### config.mk
export PLATFORM = sky130hd
export DESIGN_NAME = esd_seq_top
export DESIGN_NICKNAME = d
export VERILOG_FILES = /design/src/rtl/esd_pkg.sv /design/src/rtl/esd_delay_chan.sv /design/src/rtl/esd_seq_top.sv
export SDC_FILE = /design/constraint.sdc
export NUM_CORES = 1
export LEC_CHECK = 0
export BUFFER_PORTS_ARGS = -buffer_cell sky130_fd_sc_hd__buf_2
export CORE_MARGIN = 5
export CORE_UTILIZATION = 30
export CTS_CLUSTER_SIZE = 30
export DETAILED_ROUTE_END_ITERATION = 7
export SETUP_SLACK_MARGIN = 0.05
export SLEW_MARGIN = 20
export SYNTH_ARGS = -nofsm -noshare
export SYNTH_HDL_FRONTEND = slang
export SYNTH_SLANG_ARGS = --single-unit
### constraint.sdc
create_clock -name MCLK_I -period 3.4 [get_ports MCLK_I]
set_input_delay 0.51 -clock MCLK_I [delete_from_list [all_inputs] [get_ports MCLK_I]]
set_output_delay 0.51 -clock MCLK_I [all_outputs]
set_load 0.01 [all_outputs]
### src/rtl/esd_pkg.sv
package esd_pkg;
   // Register offsets
   localparam logic [7:0] ADDR_REG1_DELAY = 8'h0f;
   localparam logic [7:0] ADDR_AUX1_DELAY = 8'h10;
   localparam logic [7:0] ADDR_AUX2_DELAY = 8'h11;
   localparam logic [7:0] ADDR_OUT_CTRL = 8'h12;
   localparam logic [7:0] ADDR_CONFIG = 8'h13;
   // Reset values and output control write mask
   localparam logic [7:0] RST_REG1_DELAY = 8'h25;
   localparam logic [7:0] RST_AUX1_DELAY = 8'h07;
   localparam logic [7:0] RST_AUX2_DELAY = 8'h0a;
   localparam logic [7:0] RST_OUT_CTRL = 8'h77;
   localparam logic [7:0] RST_CONFIG = 8'h06;
   localparam logic [7:0] OUT_CTRL_WMASK = 8'h77;
   localparam logic [7:0] UNMAPPED_DATA = 8'h00;
   // Delay register fields
   localparam int FALL_MSB = 7;
   localparam int FALL_LSB = 4;
   localparam int RISE_MSB = 3;
   localparam int RISE_LSB = 0;
   localparam int CODE_W = 4;
   localparam int STEPS_W = 5;
   // Output control fields
   localparam int AUX1_LEVEL_BIT = 0;
   localparam int AUX1_GATE_BIT = 1;
   localparam int AUX1_DRIVE_BIT = 2;
   localparam int AUX2_LEVEL_BIT = 4;
   localparam int AUX2_GATE_BIT = 5;
   localparam int AUX2_DRIVE_BIT = 6;
   // Configuration fields
   localparam int SPREAD_BIT = 0;
   localparam int THERM_BIT = 1;
   localparam int ENABLE_PIN_PULLDOWN_BIT = 2;
   localparam int SHARED_PD_BIT = 3;
   localparam int PIN_FUNC_BIT = 4;
   localparam int FALL_RANGE_BIT = 5;
   localparam int RISE_RANGE_BIT = 6;
   // Channels
   localparam int NUM_CHAN = 3;
   localparam int CH_REG1 = 0;
   localparam int CH_AUX1 = 1;
   localparam int CH_AUX2 = 2;
   // Timebase
   localparam int CLK_MHZ = 40;
   localparam int STEP_US = 500;
   localparam int STEP_CYCLES = STEP_US * CLK_MHZ;
   localparam int TICK_W = 16;
   typedef enum logic [3:0] {
      CH_OFF = 4'h1,
      CH_WAIT_ON = 4'h2,
      CH_ON = 4'h4,
      CH_WAIT_OFF = 4'h8
   } esd_chan_e;
endpackage

### src/rtl/esd_delay_chan.sv
`timescale 1ns/1ps
module esd_delay_chan
   import esd_pkg::*;
(
   // Clock and reset
   input wire logic clk_i,
   input wire logic rst_n_i,
   // Enable edges and timebase
   input wire logic rise_i,
   input wire logic fall_i,
   input wire logic tick_i,
   // Delay setup
   input wire logic [CODE_W-1:0] rise_code_i,
   input wire logic [CODE_W-1:0] fall_code_i,
   input wire logic rise_range_i,
   input wire logic fall_range_i,
   // Sequenced level
   output logic seq_o
);
   esd_chan_e state_reg, state_next;
   logic [STEPS_W-1:0] cnt_reg, cnt_next;
   logic [STEPS_W-1:0] rise_steps, fall_steps;

   // Code counted in whole-step ticks, doubled when the range bit is set
   assign rise_steps = rise_range_i ? {rise_code_i, 1'b0} : {1'b0, rise_code_i};
   assign fall_steps = fall_range_i ? {fall_code_i, 1'b0} : {1'b0, fall_code_i};

   always_comb begin
      state_next = state_reg;
      cnt_next = cnt_reg;
      // Output already at the new level stays there, no glitch
      if (rise_i) begin
         cnt_next = rise_steps;
         state_next = ((rise_steps == '0) || seq_o) ? CH_ON : CH_WAIT_ON;
      end else if (fall_i) begin
         cnt_next = fall_steps;
         state_next = ((fall_steps == '0) || !seq_o) ? CH_OFF : CH_WAIT_OFF;
      end else begin
         case (state_reg)
            CH_WAIT_ON: begin
               if (tick_i) begin
                  cnt_next = cnt_reg - 1'b1;
                  if (cnt_reg == STEPS_W'(1)) begin
                     state_next = CH_ON;
                  end
               end
            end
            CH_WAIT_OFF: begin
               if (tick_i) begin
                  cnt_next = cnt_reg - 1'b1;
                  if (cnt_reg == STEPS_W'(1)) begin
                     state_next = CH_OFF;
                  end
               end
            end
            CH_OFF, CH_ON: begin
               cnt_next = cnt_reg;
            end
            default: begin
               state_next = CH_OFF;
            end
         endcase
      end
   end

   always_ff @(posedge clk_i or negedge rst_n_i) begin
      if (!rst_n_i) begin
         state_reg <= CH_OFF;
         cnt_reg <= '0;
      end else begin
         state_reg <= state_next;
         cnt_reg <= cnt_next;
      end
   end

   // High while on or still waiting to turn off
   assign seq_o = (state_reg == CH_ON) || (state_reg == CH_WAIT_OFF);
endmodule

### src/rtl/esd_seq_top.sv
`timescale 1ns/1ps
module esd_seq_top
   import esd_pkg::*;
#(
   parameter int STEP_CYCLES_P = STEP_CYCLES
) (
   // Clock and reset
   input wire logic MCLK_I,
   input wire logic RESETN_I,
   // Enable pin
   input wire logic ENABLE_PIN_I,
   // Register port
   input wire logic [7:0] REG_ADDR_I,
   input wire logic [7:0] REG_WDATA_I,
   input wire logic REG_WR_I,
   input wire logic REG_RD_I,
   output logic [7:0] REG_RDATA_O,
   // Sequenced outputs
   output logic LINEAR_REG_1_EN_O,
   output logic AUX_OUTPUT_1_O,
   output logic AUX_OUTPUT_1_OE_O,
   output logic AUX_OUTPUT_2_O,
   output logic AUX_OUTPUT_2_OE_O,
   // Configuration outputs
   output logic SHARED_PIN_FUNCTION_O,
   output logic ENABLE_PIN_PULLDOWN_O,
   output logic SHARED_PIN_PULLDOWN_O,
   output logic THERMAL_WARN_THRESHOLD_O,
   output logic SPREAD_SWITCHING_ENABLE_O
);
   localparam logic [TICK_W-1:0] TICK_LAST = TICK_W'(STEP_CYCLES_P - 1);

   logic rst_meta_reg, rst_n;
   logic [7:0] reg1_delay_reg, reg1_delay_next;
   logic [7:0] aux1_delay_reg, aux1_delay_next;
   logic [7:0] aux2_delay_reg, aux2_delay_next;
   logic [7:0] out_ctrl_reg, out_ctrl_next;
   logic [7:0] config_reg, config_next;
   logic [7:0] rdata_reg, rdata_next;
   logic en_prev_reg, en_prev_next;
   logic [TICK_W-1:0] tick_cnt_reg, tick_cnt_next;
   logic aux1_reg, aux1_next, aux1_oe_reg, aux1_oe_next;
   logic aux2_reg, aux2_next, aux2_oe_reg, aux2_oe_next;
   logic reg1_en_reg, reg1_en_next;
   logic rise_edge, fall_edge, tick;
   logic aux1_val, aux2_val;
   logic [NUM_CHAN-1:0] seq;
   logic [7:0] dly [NUM_CHAN];

   // Reset release
   always_ff @(posedge MCLK_I or negedge RESETN_I) begin
      if (!RESETN_I) begin
         rst_meta_reg <= 1'b0;
         rst_n <= 1'b0;
      end else begin
         rst_meta_reg <= 1'b1;
         rst_n <= rst_meta_reg;
      end
   end

   // Enable edges and timebase
   assign rise_edge = ENABLE_PIN_I && !en_prev_reg;
   assign fall_edge = !ENABLE_PIN_I && en_prev_reg;
   assign tick = (tick_cnt_reg == TICK_LAST);

   always_comb begin
      en_prev_next = ENABLE_PIN_I;
      if (rise_edge || fall_edge) begin
         tick_cnt_next = '0;
      end else if (tick) begin
         tick_cnt_next = '0;
      end else begin
         tick_cnt_next = tick_cnt_reg + 1'b1;
      end
   end

   always_ff @(posedge MCLK_I or negedge rst_n) begin
      if (!rst_n) begin
         en_prev_reg <= 1'b0;
         tick_cnt_reg <= '0;
      end else begin
         en_prev_reg <= en_prev_next;
         tick_cnt_reg <= tick_cnt_next;
      end
   end

   // Delay channels
   assign dly[CH_REG1] = reg1_delay_reg;
   assign dly[CH_AUX1] = aux1_delay_reg;
   assign dly[CH_AUX2] = aux2_delay_reg;

   generate
      for (genvar c = 0; c < NUM_CHAN; c++) begin : g_chan
         esd_delay_chan u_chan (
            .clk_i(MCLK_I),
            .rst_n_i(rst_n),
            .rise_i(rise_edge),
            .fall_i(fall_edge),
            .tick_i(tick),
            .rise_code_i(dly[c][RISE_MSB:RISE_LSB]),
            .fall_code_i(dly[c][FALL_MSB:FALL_LSB]),
            .rise_range_i(config_reg[RISE_RANGE_BIT]),
            .fall_range_i(config_reg[FALL_RANGE_BIT]),
            .seq_o(seq[c])
         );
      end
   endgenerate

   // Register writes and reads
   always_comb begin
      reg1_delay_next = reg1_delay_reg;
      aux1_delay_next = aux1_delay_reg;
      aux2_delay_next = aux2_delay_reg;
      out_ctrl_next = out_ctrl_reg;
      config_next = config_reg;
      rdata_next = rdata_reg;
      if (REG_WR_I) begin
         case (REG_ADDR_I)
            ADDR_REG1_DELAY: reg1_delay_next = REG_WDATA_I;
            ADDR_AUX1_DELAY: aux1_delay_next = REG_WDATA_I;
            ADDR_AUX2_DELAY: aux2_delay_next = REG_WDATA_I;
            ADDR_OUT_CTRL: out_ctrl_next = REG_WDATA_I & OUT_CTRL_WMASK;
            ADDR_CONFIG: config_next = REG_WDATA_I;
            default: config_next = config_reg;
         endcase
      end
      if (REG_RD_I) begin
         case (REG_ADDR_I)
            ADDR_REG1_DELAY: rdata_next = reg1_delay_reg;
            ADDR_AUX1_DELAY: rdata_next = aux1_delay_reg;
            ADDR_AUX2_DELAY: rdata_next = aux2_delay_reg;
            ADDR_OUT_CTRL: rdata_next = out_ctrl_reg;
            ADDR_CONFIG: rdata_next = config_reg;
            default: rdata_next = UNMAPPED_DATA;
         endcase
      end
   end

   always_ff @(posedge MCLK_I or negedge rst_n) begin
      if (!rst_n) begin
         reg1_delay_reg <= RST_REG1_DELAY;
         aux1_delay_reg <= RST_AUX1_DELAY;
         aux2_delay_reg <= RST_AUX2_DELAY;
         out_ctrl_reg <= RST_OUT_CTRL;
         config_reg <= RST_CONFIG;
         rdata_reg <= UNMAPPED_DATA;
      end else begin
         reg1_delay_reg <= reg1_delay_next;
         aux1_delay_reg <= aux1_delay_next;
         aux2_delay_reg <= aux2_delay_next;
         out_ctrl_reg <= out_ctrl_next;
         config_reg <= config_next;
         rdata_reg <= rdata_next;
      end
   end

   // Pin levels and drivers
   assign aux1_val = out_ctrl_reg[AUX1_LEVEL_BIT] && (!out_ctrl_reg[AUX1_GATE_BIT] || seq[CH_AUX1]);
   assign aux2_val = out_ctrl_reg[AUX2_LEVEL_BIT] && (!out_ctrl_reg[AUX2_GATE_BIT] || seq[CH_AUX2]);

   always_comb begin
      reg1_en_next = seq[CH_REG1];
      aux1_next = out_ctrl_reg[AUX1_DRIVE_BIT] ? 1'b0 : aux1_val;
      aux1_oe_next = out_ctrl_reg[AUX1_DRIVE_BIT] ? !aux1_val : 1'b1;
      if (config_reg[PIN_FUNC_BIT]) begin
         aux2_next = 1'b0;
         aux2_oe_next = 1'b0;
      end else begin
         aux2_next = out_ctrl_reg[AUX2_DRIVE_BIT] ? 1'b0 : aux2_val;
         aux2_oe_next = out_ctrl_reg[AUX2_DRIVE_BIT] ? !aux2_val : 1'b1;
      end
   end

   always_ff @(posedge MCLK_I or negedge rst_n) begin
      if (!rst_n) begin
         reg1_en_reg <= 1'b0;
         aux1_reg <= 1'b0;
         aux1_oe_reg <= 1'b0;
         aux2_reg <= 1'b0;
         aux2_oe_reg <= 1'b0;
      end else begin
         reg1_en_reg <= reg1_en_next;
         aux1_reg <= aux1_next;
         aux1_oe_reg <= aux1_oe_next;
         aux2_reg <= aux2_next;
         aux2_oe_reg <= aux2_oe_next;
      end
   end

   assign REG_RDATA_O = rdata_reg;
   assign LINEAR_REG_1_EN_O = reg1_en_reg;
   assign AUX_OUTPUT_1_O = aux1_reg;
   assign AUX_OUTPUT_1_OE_O = aux1_oe_reg;
   assign AUX_OUTPUT_2_O = aux2_reg;
   assign AUX_OUTPUT_2_OE_O = aux2_oe_reg;
   assign SHARED_PIN_FUNCTION_O = config_reg[PIN_FUNC_BIT];
   assign ENABLE_PIN_PULLDOWN_O = config_reg[ENABLE_PIN_PULLDOWN_BIT];
   assign SHARED_PIN_PULLDOWN_O = config_reg[SHARED_PD_BIT];
   assign THERMAL_WARN_THRESHOLD_O = config_reg[THERM_BIT];
   assign SPREAD_SWITCHING_ENABLE_O = config_reg[SPREAD_BIT];
endmodule

==> metrics.md <==
| Metric | Value |
|---|---|
| ANT cells | 0 |
| Worst-case reg-to-reg path depth | 4 |
| Post-DRT Antenna Nets | 0 |
| CP max-delay cell | or4_1 |
| Overflow after GRT | 0 |
| DRT Pass-1 Iters | 5 |
| Hold Path Origin | ENABLE_PIN_I |
| Die X | 145.2 µm |
| Commonest non-fill, non-tap cells in the layout | 77 x dfrtp_1, 52 x mux2_2, 43 x nor2_1 |
| Worst reg2reg path startpoint | tick_cnt_reg[12] |
| IO Port Bufs | 38 |
| FF+latch count, synth | 97 |
| Clock Sinks | 97 |
| Die Ht | 145.2 µm |
| Data required, critical path | 3.61 ns |
| Run status | finished, final reports clean |
| Logic pwr share | 0.146 |
| Pwr Density | 455.4 mW/mm² |
| Max-Slew Margin vs Limit | 0.2624 |
| I/O pin cnt | 39 |
| Final setup viols | 0 |
| DRC Markers | 0 |
| Pwr Total | 2.816 mW |
| Max Clk Rate | 378.3 MHz |
| Reg2reg end | tick_cnt_reg[7] |
| Sw Share | 0.2842 |
| H-Tree Depth | 3 |
| Vias in the first global route | 4306 |
| CTS Buf Count | 9 |
| Clock Latency Late Sink | 0.35 ns |
| Min Tclk post-route | 2.643 ns |
| Largest register FFs | 16 |
| GRT Overall Usage | 0.1281 |
| FF/Latch Area | 0.002455 mm² |
| Pin count of the biggest net entering global routing | 56 |
| Period utilisation layout | 0.7774 |
| Startpoint types | flip-flop |
| RD Place Congestion | 0.8501 |
| Clock network power share | 0.364 |
| Post-synth EDFFs | 0 |
| Hold slack | 0.3016 ns |
| Max Root-Sink Buffers | 2 |
| Ys async rst share | 1.000 |
| Worst Hold Class | input pin to flip-flop |
| Worst slack, placed | 0.7713 ns |
| Core Box Area | 0.01796 mm² |
| Part of the Yosys area used for sequential elements | 0.4468 |
| Yosys cell types | 70 |
| Fill count | 1789 |
| Worst-Margin Slew | 1.098 ns |
| Syn_nets | 557 |
| Post-Syn Instances | 527 |
| Worst Skew | 0.008598 ns |
| First-pass GRT wire length | 22430 µm |
| Leakage power | 2.528 nW |
| R2R Setup Slk | 0.76 ns |
| WHS Endpoint | en_prev_reg |
| Avg WL per Cell | 17.59 µm |
| Layout cells sized above 1 | 0.2693 |
| Hold-fix buffers, CTS | 1 |
| DP HPWL | 10050 µm |
| CTS tree | built |
| Final slew viol count | 0 |
| WHS Path Cells | 1 |
| Multi-input gate area | 0.002845 mm² |
| Crit Path Class | flip-flop to flip-flop |
| Worst Path Max Fanout | 19 |
| Endpoint class of the critical path | flip-flop |
| P_int | 2.016 mW |
| Root Buffer | clkbuf_16 |
| Critical Path Max Stage Delay | 0.88 ns |
| Post-DP Area | 0.005878 mm² |
| Leading cell type in the layout, fill and taps excluded | dfrtp_1 |
| Via count | 4314 |
| Final setup TNS | 0 ns |
| Placed cell count | 769 |
| Antenna violations before repair | 0 |
| Syn-to-layout area delta | 12.70% |
| Final Non-Filler Cells | 786 |
| Flop pwr share | 0.490 |
| Final Hold Viols | 0 |
| Post-CTS Setup Bufs | 0 |
| Ys Warns | 0 |
| Final wirelength | 13830 µm |
| Syn Area/Cell | 10.41 µm² |
| Switching power | 800.1 µW |
| Synth Flop Type | dfrtp_1 |
| Full die area | 0.02109 mm² |
| Clock transition at path regs | 0.07 ns |
| Final setup margin | 0.7568 ns |
| Initial Utilization | 0.3054 |
| CP cell instances | or4b_4, or4_1, nand2_1, nor2_1 |
| Arrival time at the worst endpoint | 2.86 ns |
| Drt via density | 5.489 |
| Initial DRC Count | 256 |
| Util after Layout | 0.3442 |
| Max VDD drop | 265.7 µV |
| Fin nets | 582 |
| Max_cap viols | 0 |
| Netlist Area Pre-Place | 0.005487 mm² |
| Post-CTS Resized | 0 |
| # rows | 49 |
| Finished Cell Area | 0.006183 mm² |
| Unrepaired setup endpoints after global routing | false |
==> synthesized netlist by cell type (3+ instances only) <==
cell | number | share of area
or2_2 | 5 | 0.0057
nor2b_1 | 5 | 0.0057
a21oi_1 | 14 | 0.013
o41ai_1 | 5 | 0.0080
o31ai_1 | 4 | 0.0055
xnor2_1 | 14 | 0.022
clkbuf_1 | 21 | 0.014
or3_1 | 8 | 0.0091
inv_1 | 17 | 0.012
buf_1 | 5 | 0.0034
o21a_1 | 3 | 0.0041
xor2_1 | 5 | 0.0080
a31oi_1 | 5 | 0.0057
nor4_1 | 7 | 0.0080
nand3_1 | 20 | 0.018
o21ai_0 | 20 | 0.018
nand4_1 | 13 | 0.015
mux2_2 | 52 | 0.11
ha_1 | 9 | 0.021
nor4b_1 | 7 | 0.011
a32o_1 | 3 | 0.0055
o211ai_1 | 17 | 0.023
dfrtp_1 | 78 | 0.36
mux2i_1 | 17 | 0.031
and3_1 | 4 | 0.0046
dfstp_2 | 19 | 0.091
nor2_1 | 43 | 0.029
or4b_2 | 4 | 0.0073
or4_1 | 6 | 0.0082
a21boi_0 | 5 | 0.0068
a211oi_1 | 4 | 0.0055
nor3_1 | 21 | 0.019
nand2_1 | 15 | 0.010
a22oi_1 | 5 | 0.0068
a221oi_1 | 5 | 0.0080
==> how the worst max path moves through the flow <==
stage,cells after the start,from,end
floorplan,0,rst_n,AUX_OUTPUT_1_O
global route,5,tick_cnt_reg[0],tick_cnt_reg[4]
finish,4,tick_cnt_reg[12],tick_cnt_reg[7]
detailed placement,4,tick_cnt_reg[12],tick_cnt_reg[10]
global placement,4,tick_cnt_reg[12],tick_cnt_reg[9]
CTS,4,tick_cnt_reg[12],tick_cnt_reg[7]
==> power groups by stage <==
stage | sequential (mW) | clock, mW | combinational, mW
after CTS | 1.38 | 1.06 | 0.412
final | 1.38 | 1.02 | 0.411
after global routing | 1.40 | 1.11 | 0.459
after floorplan | 1.36 | 0 | 0.318
after detailed placement | 1.40 | 0 | 0.409
after global placement | 1.39 | 0 | 0.391
==> cell type report <==
type                            instances  area share
Clock buffer                           10     0.03703
Clock inverter                          6     0.01072
Multi-Input combinational cell        383      0.4601
Timing Repair Buffer                   44     0.03845
Sequential cell                        97      0.3970
Tap cell                              229     0.04634
Inverter                               17     0.01032
==> per-layer routing <==
metal,vias up,wire [µm],part of all wire,global-route usage
met1,2156,6570,0.48,0.1753
met4,0,198,0.014,0.03918
li1,2045,-,-,-
met5,-,0,0,0
met2,95,6581,0.48,0.2062
met3,18,476,0.034,0.02432
==> worst max-delay path, delay by kind of cell (launching register included) <==
kind / cells / cell delay [ns]
DFF: 1 / 0.40
and+or+nand+nor: 4 / 2.11
==> cells by family after synthesis <==
kind of cell	synth area share
buf+inv	0.03467
mux	0.1418
compound gates	0.1439
xor+xnor	0.03033
simple gates	0.1813
fa+ha+maj	0.02052
flops	0.4468
other cells	0.0006835
No activity file was read; power rests on OpenSTA's default activity.
